[src/hdl/ums_regs.vh]
// Register map, field positions, reset values and codes for the UART
// handshake status, FIFO control and interrupt identification block.
// Assumes a 32-bit AXI4-Lite bus with one register per aligned word.
`ifndef UMS_REGS_VH
`define UMS_REGS_VH

// Byte offsets, one word each
`define UMS_OFF_HS_CTRL     4'h0
`define UMS_OFF_HS_STATUS   4'h4
`define UMS_OFF_FIFO_CTRL   4'h8
`define UMS_OFF_INT_IDENT   4'hc

// Handshake control fields
`define UMS_HC_DTR          0
`define UMS_HC_RTS          1
`define UMS_HC_LOOP_RI      2
`define UMS_HC_IRQ_EN       3
`define UMS_HC_LOOPBACK     4
`define UMS_HC_RESET        5'h00

// FIFO control fields
`define UMS_FC_ENABLE       0
`define UMS_FC_RX_RESET     1
`define UMS_FC_TX_RESET     2
`define UMS_FC_DMA_SEL      3
`define UMS_FC_LEVEL_LO     6
`define UMS_FC_LEVEL_HI     7

// Receive interrupt active levels in bytes
`define UMS_LEVEL_0         5'h01
`define UMS_LEVEL_1         5'h04
`define UMS_LEVEL_2         5'h08
`define UMS_LEVEL_3         5'h0e

// Interrupt identification codes, bits 3:0
`define UMS_ID_NONE         4'h1
`define UMS_ID_LINE         4'h6
`define UMS_ID_RX_DATA      4'h4
`define UMS_ID_TIMEOUT      4'hc
`define UMS_ID_TX_EMPTY     4'h2
`define UMS_ID_MODEM        4'h0

// AXI responses
`define UMS_RESP_OKAY       2'b00
`define UMS_RESP_SLVERR     2'b10

`endif

[src/hdl/ums_uart_modem_fifo.v]
// UART handshake status, FIFO control and interrupt identification.
// Assumes synchronous modem pins (active low) and AXI4-Lite register access.
//
// Decided for this implementation: the address map and the AXI4-Lite slave port.
`timescale 1ns/1ns
`default_nettype none
`include "ums_regs.vh"

module ums_uart_modem_fifo #(
    parameter CNT_W = 5                    // Receive FIFO count width
) (
    input  wire             aclk,
    input  wire             aresetn,
    // AXI4-Lite slave
    input  wire [3:0]       s_axi_awaddr,
    input  wire             s_axi_awvalid,
    output wire             s_axi_awready,
    input  wire [31:0]      s_axi_wdata,
    input  wire [3:0]       s_axi_wstrb,
    input  wire             s_axi_wvalid,
    output wire             s_axi_wready,
    output reg  [1:0]       s_axi_bresp,
    output reg              s_axi_bvalid,
    input  wire             s_axi_bready,
    input  wire [3:0]       s_axi_araddr,
    input  wire             s_axi_arvalid,
    output wire             s_axi_arready,
    output reg  [31:0]      s_axi_rdata,
    output reg  [1:0]       s_axi_rresp,
    output reg              s_axi_rvalid,
    input  wire             s_axi_rready,
    // Modem pins, active low
    input  wire             dcd_n,
    input  wire             ri_n,
    input  wire             dsr_n,
    input  wire             cts_n,
    output reg              rts_n,
    output reg              dtr_n,
    // Interrupt sources from the rest of the UART
    input  wire             line_status_int,
    input  wire             rx_data_ready,
    input  wire [CNT_W-1:0] rx_fifo_count,
    input  wire             rx_timeout,
    input  wire             tx_empty_int,
    // Controls to the rest of the UART
    output reg              fifo_enable,
    output reg              dma_mode,
    output reg              tx_fifo_reset,
    output reg              rx_fifo_reset,
    output reg              loopback,
    output reg              irq_enable,
    output reg              rx_level_reached,
    output reg              tx_empty_ack,
    output reg              int_pending
);

    // Stored control state
    reg [4:0] hs_ctrl;                     // Handshake control bits 4:0
    reg [1:0] rx_level_sel;                // Receive active level select
    reg       dma_sel;                     // DMA mode select bit
    reg [3:0] change_flags;                // Sticky change flags 3:0
    reg [3:0] prev_modem;                  // Last modem state, 7:4 order

    // Write channel holding registers
    // Either channel may arrive first; each is parked until the other
    reg       aw_held;                     // Write address captured
    reg       w_held;                      // Write data captured
    reg [3:0] aw_addr;                     // Captured write address
    reg [7:0] w_byte;                      // Captured low data byte
    reg       w_lane0;                     // Low byte lane enabled

    // Combinational views
    // Decoded every cycle from the stored state and the pins
    reg [3:0] modem_now;                   // Effective modem bits 7:4
    reg [3:0] next_flags;                  // Flags after set and clear
    reg [4:0] rx_level;                    // Active level in bytes
    reg [3:0] ident_code;                  // Interrupt ident bits 3:0
    reg [7:0] ident_byte;                  // Full ident register value
    reg [7:0] rd_byte;                     // Read data for the address
    reg       rd_hit;                      // Read address is mapped

    wire      do_write;                    // Both halves held, commit
    wire      rd_take;                     // Read address handshake
    wire      status_read;                 // Status register is read
    wire      modem_int;                   // Modem status interrupt
    wire      rx_data_int;                 // Receive data interrupt

    wire [31:0] level_wide;                // Active level, zero extended
    wire [31:0] count_wide;                // FIFO count, zero extended

    // Both sides of the level compare share one fixed width, so any
    // count width below 32 works without a zero-length replication
    assign level_wide = {27'h0, rx_level};
    assign count_wide = {{(32-CNT_W){1'b0}}, rx_fifo_count};

    // One write in flight; both channels stall while the answer waits.
    // The answer comes one edge after the channels are taken, since
    // the commit waits for both halves to be held in registers.
    assign s_axi_awready = !aw_held && !s_axi_bvalid;
    assign s_axi_wready  = !w_held && !s_axi_bvalid;
    assign s_axi_arready = !s_axi_rvalid;
    assign do_write      = aw_held && w_held && !s_axi_bvalid;
    assign rd_take       = s_axi_arvalid && !s_axi_rvalid;
    assign status_read   = rd_take &&
                           (s_axi_araddr == `UMS_OFF_HS_STATUS);

    // Effective modem bits: pins inverted or looped back control
    // In loopback the pins are ignored, so a modem that keeps toggling
    // cannot disturb a diagnostic run
    always @* begin
        if (hs_ctrl[`UMS_HC_LOOPBACK]) begin
            modem_now[3] = hs_ctrl[`UMS_HC_IRQ_EN];
            modem_now[2] = hs_ctrl[`UMS_HC_LOOP_RI];
            modem_now[1] = hs_ctrl[`UMS_HC_DTR];
            modem_now[0] = hs_ctrl[`UMS_HC_RTS];
        end else begin
            modem_now[3] = ~dcd_n;
            modem_now[2] = ~ri_n;
            modem_now[1] = ~dsr_n;
            modem_now[0] = ~cts_n;
        end
    end

    // Flag update: a read clears, a change in the same cycle still sets
    // Letting the set win means no edge is lost when software reads
    // at the moment the pin moves
    always @* begin
        next_flags = status_read ? 4'h0 : change_flags;
        if (modem_now[3] != prev_modem[3])
            next_flags[3] = 1'b1;
        // Ring pin low-to-high means the inverted bit falls
        if (prev_modem[2] && !modem_now[2])
            next_flags[2] = 1'b1;
        if (modem_now[1] != prev_modem[1])
            next_flags[1] = 1'b1;
        if (modem_now[0] != prev_modem[0])
            next_flags[0] = 1'b1;
    end

    // Receive active level from the select bits
    // The select bits store and drive rx_level_reached with FIFOs off; only the data interrupt ignores them then
    always @* begin
        case (rx_level_sel)
            2'b00:   rx_level = `UMS_LEVEL_0;
            2'b01:   rx_level = `UMS_LEVEL_1;
            2'b10:   rx_level = `UMS_LEVEL_2;
            2'b11:   rx_level = `UMS_LEVEL_3;
            default: rx_level = `UMS_LEVEL_0;
        endcase
    end

    // In FIFO mode data interrupts wait for the level, else any byte
    // The level flag is registered, so a data interrupt lags a cycle
    assign rx_data_int = fifo_enable ? rx_level_reached : rx_data_ready;
    assign modem_int   = |change_flags;

    // Priority encoder, highest source first
    // Time-out is only reported in FIFO mode, where bit 3 may be set;
    // in byte mode that source is simply ignored
    always @* begin
        if (line_status_int)
            ident_code = `UMS_ID_LINE;
        else if (rx_data_int)
            ident_code = `UMS_ID_RX_DATA;
        else if (rx_timeout && fifo_enable)
            ident_code = `UMS_ID_TIMEOUT;
        else if (tx_empty_int)
            ident_code = `UMS_ID_TX_EMPTY;
        else if (modem_int)
            ident_code = `UMS_ID_MODEM;
        else
            ident_code = `UMS_ID_NONE;
        ident_byte = {fifo_enable, fifo_enable, 2'b00, ident_code};
    end

    // Read data mux; reserved bits read as zero
    // Unmapped offsets answer with an error and read as zero
    always @* begin
        rd_hit  = 1'b1;
        rd_byte = 8'h00;
        case (s_axi_araddr)
            `UMS_OFF_HS_CTRL:   rd_byte = {3'b000, hs_ctrl};
            `UMS_OFF_HS_STATUS: rd_byte = {modem_now, change_flags};
            // Reset bits always read back as zero since they self clear
            `UMS_OFF_FIFO_CTRL: rd_byte = {rx_level_sel, 2'b00,
                                           dma_sel, 2'b00, fifo_enable};
            `UMS_OFF_INT_IDENT: rd_byte = ident_byte;
            default:            rd_hit  = 1'b0;
        endcase
    end

    // Write channels may arrive in either order; hold each until both
    // Writes to the read-only registers are refused with an error and
    // leave every stored bit alone
    always @(posedge aclk) begin
        if (!aresetn) begin
            aw_held      <= 1'b0;
            w_held       <= 1'b0;
            aw_addr      <= 4'h0;
            w_byte       <= 8'h00;
            w_lane0      <= 1'b0;
            s_axi_bvalid <= 1'b0;
            s_axi_bresp  <= `UMS_RESP_OKAY;
        end else begin
            if (s_axi_awvalid && s_axi_awready) begin
                aw_held <= 1'b1;
                aw_addr <= s_axi_awaddr;
            end
            if (s_axi_wvalid && s_axi_wready) begin
                w_held  <= 1'b1;
                w_byte  <= s_axi_wdata[7:0];
                w_lane0 <= s_axi_wstrb[0];
            end
            if (do_write) begin
                aw_held      <= 1'b0;
                w_held       <= 1'b0;
                s_axi_bvalid <= 1'b1;
                // Only the two writable offsets answer OKAY
                if (aw_addr == `UMS_OFF_HS_CTRL ||
                    aw_addr == `UMS_OFF_FIFO_CTRL)
                    s_axi_bresp <= `UMS_RESP_OKAY;
                else
                    s_axi_bresp <= `UMS_RESP_SLVERR;
            end else if (s_axi_bvalid && s_axi_bready) begin
                s_axi_bvalid <= 1'b0;
            end
        end
    end

    // Register writes; reset strobes last exactly one cycle
    // Fields store whether or not the FIFOs are on; putting the enable
    // first is left to software
    always @(posedge aclk) begin
        if (!aresetn) begin
            hs_ctrl       <= `UMS_HC_RESET;
            rx_level_sel  <= 2'b00;
            dma_sel       <= 1'b0;
            fifo_enable   <= 1'b0;
            tx_fifo_reset <= 1'b0;
            rx_fifo_reset <= 1'b0;
        end else begin
            tx_fifo_reset <= 1'b0;
            rx_fifo_reset <= 1'b0;
            if (do_write && w_lane0) begin
                if (aw_addr == `UMS_OFF_HS_CTRL)
                    hs_ctrl <= w_byte[4:0];
                if (aw_addr == `UMS_OFF_FIFO_CTRL) begin
                    fifo_enable   <= w_byte[`UMS_FC_ENABLE];
                    dma_sel       <= w_byte[`UMS_FC_DMA_SEL];
                    rx_level_sel  <= w_byte[`UMS_FC_LEVEL_HI:
                                            `UMS_FC_LEVEL_LO];
                    tx_fifo_reset <= w_byte[`UMS_FC_TX_RESET];
                    rx_fifo_reset <= w_byte[`UMS_FC_RX_RESET];
                end
            end
        end
    end

    // Read answer is registered one cycle after the address is taken
    // The status read that clears the flags returns their values from
    // before the clear, so no change is reported twice or lost
    always @(posedge aclk) begin
        if (!aresetn) begin
            s_axi_rvalid <= 1'b0;
            s_axi_rdata  <= 32'h0000_0000;
            s_axi_rresp  <= `UMS_RESP_OKAY;
            tx_empty_ack <= 1'b0;
        end else begin
            tx_empty_ack <= 1'b0;
            if (rd_take) begin
                s_axi_rvalid <= 1'b1;
                s_axi_rdata  <= {24'h000000, rd_byte};
                s_axi_rresp  <= rd_hit ? `UMS_RESP_OKAY
                                       : `UMS_RESP_SLVERR;
                // Reading ident while transmit-empty is shown clears it
                tx_empty_ack <= (s_axi_araddr == `UMS_OFF_INT_IDENT) &&
                                (ident_code == `UMS_ID_TX_EMPTY);
            end else if (s_axi_rvalid && s_axi_rready) begin
                s_axi_rvalid <= 1'b0;
            end
        end
    end

    // Change tracking; after reset the first sample is compared against the reset history
    // History resets to the idle level of the pins, so an input already
    // asserted when reset ends, except ring, flags one change
    always @(posedge aclk) begin
        if (!aresetn) begin
            change_flags <= 4'h0;
            prev_modem   <= 4'h0;
        end else begin
            prev_modem   <= modem_now;
            change_flags <= next_flags;
        end
    end

    // Registered outputs to pins and the rest of the UART
    // All of these lag the stored bits by one cycle; every output here is a
    // flip-flop at the cost of that latency
    always @(posedge aclk) begin
        if (!aresetn) begin
            rts_n            <= 1'b1;
            dtr_n            <= 1'b1;
            loopback         <= 1'b0;
            irq_enable       <= 1'b0;
            dma_mode         <= 1'b0;
            rx_level_reached <= 1'b0;
            int_pending      <= 1'b0;
        end else begin
            // Outputs go inactive in loopback so the line sees nothing
            rts_n      <= ~hs_ctrl[`UMS_HC_RTS] |
                          hs_ctrl[`UMS_HC_LOOPBACK];
            dtr_n      <= ~hs_ctrl[`UMS_HC_DTR] |
                          hs_ctrl[`UMS_HC_LOOPBACK];
            loopback   <= hs_ctrl[`UMS_HC_LOOPBACK];
            irq_enable <= hs_ctrl[`UMS_HC_IRQ_EN];
            dma_mode   <= dma_sel & fifo_enable;
            // Level reached once the held count meets the chosen level
            rx_level_reached <= (level_wide <= count_wide);
            int_pending <= (ident_code != `UMS_ID_NONE);
        end
    end

endmodule
`default_nettype wire

[config.mk]
export PLATFORM = sky130hd
export DESIGN_NAME = ums_uart_modem_fifo
export DESIGN_NICKNAME = d
export VERILOG_FILES = /design/src/hdl/ums_uart_modem_fifo.v
export VERILOG_INCLUDE_DIRS = /design/src /design/src/hdl
export SDC_FILE = /design/constraint.sdc
export NUM_CORES = 1
export LEC_CHECK = 0
export ABC_AREA = 1
export BUFFER_PORTS_ARGS = -buffer_cell sky130_fd_sc_hd__buf_2
export CAP_MARGIN = 10
export CORE_MARGIN = 5
export CORE_UTILIZATION = 30
export DETAILED_ROUTE_END_ITERATION = 16
export GPL_ROUTABILITY_DRIVEN = 0
export PLACE_DENSITY = 0.58
export SLEW_MARGIN = 10
export SYNTH_ARGS = -nofsm -noshare
export SYNTH_HDL_FRONTEND = slang
export SYNTH_SLANG_ARGS = --single-unit
[constraint.sdc]
create_clock -name aclk -period 1.3 [get_ports aclk]
set_input_delay 0.065 -clock aclk [delete_from_list [all_inputs] [get_ports aclk]]
set_output_delay 0.065 -clock aclk [all_outputs]
set_load 0.05 [all_outputs]
== Word-level counts from Yosys, hierarchy flattened ==
Cells that the tools add are included.

* Order comparisons: 1
* Eq/ne operators: 12
* Multiplexer cells: 21
* Bitwise logic cells: 10
* Reduce and logical (&&, ||, !) cells: 36

{| class="wikitable"
|+ Operators by type and width
! operator !! number
|-
| $pmux W8 S4 || 1
|-
| $mux W4 || 5
|-
| $pmux W5 S4 || 1
|-
| $logic_and A1 B1 Y1 || 14
|-
| $eq A4 B4 Y1 const B || 3
|-
| $reduce_bool A2 Y1 || 6
|-
| $mux W1 || 11
|-
| $logic_not A4 Y1 || 2
|-
| $reduce_or A4 Y1 || 2
|-
| $not A1 Y1 || 7
|-
| $mux W2 || 3
|-
| $reduce_and A2 Y1 || 3
|-
| $le A5 B5 Y1 || 1
|-
| $logic_not A1 Y1 || 5
|-
| $eq A2 B2 Y1 const B || 2
|-
| $eq A4 B2 Y1 const B || 1
|-
| $eq A4 B3 Y1 const B || 1
|-
| $ne A4 B1 Y1 const B || 1
|-
| $ne A1 B1 Y1 || 3
|-
| $reduce_and A3 Y1 || 1
|-
| $eq A2 B1 Y1 const B || 1
|-
| $logic_not A2 Y1 || 1
|-
| $or A1 B1 Y1 || 2
|-
| $reduce_or A2 Y1 || 1
|-
| 2 further kinds || 2
|}

* Register bits: 56
* Output and inout port bits: 52

== Longest topological paths before layout ==
* Word-level depth: 8
* Gate-level depth with buffers: 8

== Worst setup path before layout ==
OpenSTA, ideal clock, no wires.

* Path type: flip-flop to flip-flop
* Start point: reg s_axi_bvalid
* End point: reg w_byte[2]
* Arrival: 1799 ps
* Data required time: 1181 ps
* Slack: -618 ps
* Cell stages (with the launch flop): 6
* Buffers on the path: 1
* Path through: dfxtp_1 nor2_1 nand2_1 buf_2 o21ai_0 a21oi_1

* Cells in the longest elaborated chain, start to end: 3

{| class="wikitable"
|+ RTL lines
! what !! line !! text
|-
| from (decl) || ums_uart_modem_fifo.v:23 || <nowiki>output reg s_axi_bvalid,</nowiki>
|-
| from (signal assigned) || ums_uart_modem_fifo.v:202 || <nowiki>s_axi_bvalid <= 1'b0;</nowiki>
|-
| from (signal assigned) || ums_uart_modem_fifo.v:217 || <nowiki>s_axi_bvalid <= 1'b1;</nowiki>
|-
| from (signal assigned) || ums_uart_modem_fifo.v:225 || <nowiki>s_axi_bvalid <= 1'b0;</nowiki>
|-
| $logic_not A1 Y1 || ums_uart_modem_fifo.v:100 || <nowiki>assign s_axi_wready = !w_held && !s_axi_bvalid;</nowiki>
|-
| $logic_and A1 B1 Y1 || ums_uart_modem_fifo.v:100 ||
|-
| via s_axi_wready || ums_uart_modem_fifo.v:21 || <nowiki>output wire s_axi_wready,</nowiki>
|-
| $logic_and A1 B1 Y1 || ums_uart_modem_fifo.v:209 || <nowiki>if (s_axi_wvalid && s_axi_wready) begin</nowiki>
|-
| to (signal assigned) || ums_uart_modem_fifo.v:211 || <nowiki>w_byte <= s_axi_wdata[7:0];</nowiki>
|-
| to (decl) || ums_uart_modem_fifo.v:69 || <nowiki>reg [7:0] w_byte;</nowiki>
|}

The timed path passes the listed nets, and every way through them passes these cells.
A chain may end at the register's enable or synchronous reset.

== Worst setup path after layout ==
* Start point: reg s_axi_bvalid
* End point: reg hs_ctrl[4]

* Cells in the longest elaborated chain, start to end: 4

{| class="wikitable"
|+ RTL lines
! what !! line !! text
|-
| $logic_not A1 Y1 || ums_uart_modem_fifo.v:102 || <nowiki>assign do_write = aw_held && w_held && !s_axi_bvalid;</nowiki>
|-
| $logic_and A1 B1 Y1 || ums_uart_modem_fifo.v:102 ||
|-
| $logic_and A1 B1 Y1 || ums_uart_modem_fifo.v:244 || <nowiki>if (do_write && w_lane0) begin</nowiki>
|-
| $reduce_and A2 Y1 (no line) || - ||
|-
| to (signal assigned) || ums_uart_modem_fifo.v:235 || <nowiki>hs_ctrl <= `UMS_HC_RESET;</nowiki>
|-
| to (signal assigned) || ums_uart_modem_fifo.v:246 || <nowiki>hs_ctrl <= w_byte[4:0];</nowiki>
|-
| to (decl) || ums_uart_modem_fifo.v:58 || <nowiki>reg [4:0] hs_ctrl;</nowiki>
|}

No other way between the ends.

==> impl_metrics.env <==
export IMPL_rr_worst_depth=6
export IMPL_grt_max_degree=31
export IMPL_final_cell_mix="buf_2 (61), nand2_1 (50), dfxtp_1 (47)"
export IMPL_fillCellCount=915
export IMPL_status="complete, no violations"
export IMPL_drtIter0Drc=86
export IMPL_drive_gt1_share_pct=27.2
export IMPL_grt_total_usage_pct=11.2
export IMPL_fp_row_count=33
export IMPL_muxShareOfSynthArea_pct=0
export IMPL_path_cells="nor2_2 -> nand2_2 -> nor2_4 -> nand3_4 -> o21ai_0 -> a21oi_1"
export IMPL_arrival_ns=1.40
export IMPL_grt_pass1_vias=2024
export IMPL_seq_area_um2=1070
export IMPL_async_reset_ff_share_pct=0
export IMPL_maxCapViolations=0
export IMPL_synth_seq_cells=53
export IMPL_synth_edf_count=0
export IMPL_start_util_pct=30.2
export IMPL_synth_top_family_by_area="simple AND/OR/NAND/NOR gates"
export IMPL_die_area_um2=10100
export IMPL_ant_nets=0
export IMPL_htreeDepth=2
export IMPL_crit_type="reg2reg"
export IMPL_final_cells=498
export IMPL_synthSimpleGateAreaFrac_pct=24.4
export IMPL_timing_final_hold_violations=0
export IMPL_ir_drop_mv=0.539
export IMPL_slew_headroom_pct=55.1
export IMPL_min_to="w_byte[6]"
export IMPL_crit_path_end_kind="flip-flop"
export IMPL_slowest_stage="dfxtp_4"
export IMPL_yosysWarnings=0
export IMPL_coreArea_um2=8090
export IMPL_whs_path_depth=3
export IMPL_synth_seq_area_share_pct=43.4
export IMPL_timing_critical_path_buf_inv=0
export IMPL_finalSetupTns_ns=0
export IMPL_max_slew_worst_pin_slew_ns=0.673
export IMPL_vias=2148
export IMPL_ys_types=31
export IMPL_antenna_found_initial=0
export IMPL_finClkSkew_ns=0.00762
export IMPL_leakagePower_nw=1.41
export IMPL_viasPerCell=4.31
export IMPL_fin_crit_sh_pct=92.6
export IMPL_setup_violations=0
export IMPL_routedWlPerCell_um=11.2
export IMPL_clk_latency_ns=0.30
export IMPL_cp_start_kind="flip-flop"
export IMPL_final_nets=460
export IMPL_hold_class="in2reg"
export IMPL_report_final_slew_viol_count=0
export IMPL_r2r_start="s_axi_bvalid"
export IMPL_overflow=0
export IMPL_cts_buffers=5
export IMPL_root_buffer="clkbuf_8"
export IMPL_period_needed_ns=1.20
export IMPL_dr_pass1_iters=4
export IMPL_crit_fanout=7
export IMPL_final_common_cell="buf_2"
export IMPL_cts_sinks=53
export IMPL_synth_compound_area_share_pct=13.2
export IMPL_max_freq_mhz=831
export IMPL_dp_cells=486
export IMPL_numPortBuffers=61
export IMPL_min_from="s_axi_wdata[6]"
export IMPL_cts_buffer_depth=2
export IMPL_synthFlopType="dfxtp_1"
export IMPL_ios=116
export IMPL_synthXorXnorAreaFrac_pct=1.07
export IMPL_multi_input_area_um2=1130
export IMPL_crit_family="simple AND/OR/NAND/NOR gates"
export IMPL_reg2reg_to="hs_ctrl[4]"
export IMPL_fp_dieH_um=100
export IMPL_cts_reportedPaths_clkPinSlew_ns=0.10
export IMPL_syn_inst=327
export IMPL_synth_fa_ha_area_share_pct=2.05
export IMPL_grt_setup_unrepaired="yes"
export IMPL_routed_wl_um=5560
export IMPL_syn_avg_cell_area_um2=7.48
export IMPL_synth_area_um2=2450
export IMPL_r2r_slack_ns=0.1
export IMPL_dp_hpwl_um=4380
export IMPL_power_w=0.00344
export IMPL_cts_tree="built"
export IMPL_grt_pass1_wl_um=9160
export IMPL_syn_to_final_growth_pct=21.0
export IMPL_diodes=0
export IMPL_required_ns=1.50
export IMPL_drc=0
export IMPL_hold_slack_ns=0.00954
export IMPL_power_density_nw_per_um2=1160
export IMPL_dieWidth_um=100
export IMPL_max_stage_delay_ns=0.39
-- cell families (layout without fill, tap and decap cells) --
logic type	Yosys count	in the layout
AND/OR/NAND/NOR	134	134
buffers and inverters	73	114
XOR/XNOR	3	3
AO/OA/AOI/OAI	59	59
flip-flops	53	53
other	1	26
adder cells (fa/ha/maj)	4	4
-- sequential cells by signal, indices dropped and copies added, names as in the netlist, 2 cells and up --
signal	flops
hs_ctrl	5
rx_level_sel	2
prev_modem	4
w_byte	7
aw_addr	4
s_axi_rdata	8
change_flags	4
-- how the worst max path moves through the flow --
stage	from	endpoint	depth (start not counted)
after global placement	rx_level_sel[0]	rx_level_reached	5
after detailed placement	rx_level_sel[0]	rx_level_reached	6
after CTS	rx_level_sel[0]	rx_level_reached	6
after global routing	s_axi_bvalid	hs_ctrl[3]	7
after floorplan	s_axi_rvalid	s_axi_rresp[1]	6
final	s_axi_bvalid	hs_ctrl[4]	6
-- cells in the mapped netlist, types with 5 or more instances --
| cell | n | area [um2] |
|---|---|---|
| inv_1 | 32 | 120 |
| clkbuf_1 | 6 | 22.5 |
| buf_4 | 27 | 203 |
| nor2_1 | 46 | 173 |
| o21ai_0 | 24 | 120 |
| a21oi_1 | 24 | 120 |
| nand2_1 | 51 | 191 |
| dfxtp_1 | 53 | 1060 |
| nand4_1 | 6 | 37.5 |
| nand2_2 | 5 | 31.3 |
| nand3_1 | 16 | 80.1 |
-- worst reg2reg max path: stages, from the launching register on --
cell and delay (ns):
dfxtp_4 0.39, nor2_2 0.11, nand2_2 0.10, nor2_4 0.17, nand3_4 0.12, o21ai_0 0.17, a21oi_1 0.05
-- layer usage --
metal  wire length (um)  GRT usage (%)  up-vias
met1               2530           13.6      965
met2               2650           19.6       59
met4                 42           2.80        0
met5                  0              0        -
met3                333           2.92        5
li1                   -              -     1119
-- report_power, final --
group / leakage (nW) / switching [W] / total, W / internal, W
clock: 0.0536 / 0.000540 / 0.00104 / 0.000502
sequential: 0.437 / 0.0000536 / 0.00175 / 0.00170
combinational: 0.917 / 0.000481 / 0.000646 / 0.000165
total: 1.41 / 0.00107 / 0.00344 / 0.00237
-- through the flow --
| step | util [%] | worst slack, ns | area (um2) |
|---|---|---|---|
| after global placement | 34.6 | 0.115 | 2800 |
| final | 36.6 | 0.0967 | 2960 |
| after detailed placement | 34.6 | 0.0799 | 2800 |
| after CTS | 36.3 | 0.0565 | 2940 |
| after floorplan | - | -0.101 | 2570 |
| after global routing | 36.6 | -0.0147 | 2960 |
-- final cells by class --
type / count / area share, %
tap: 105 / 4.44
clock buffer: 7 / 3.30
clock inverter: 1 / 0.296
multi-input combinational: 226 / 38.2
timing repair buffer: 70 / 12.8
sequential: 53 / 36.3
inverter: 36 / 4.69
-- repair_timing --
action	in CTS	in global routing
setup endpoints to repair	0	8
resized for setup	0	11
setup buffers	0	1
hold buffers	3	0
hold endpoints to repair	3	0
No activity file was read; power rests on OpenSTA's default activity.
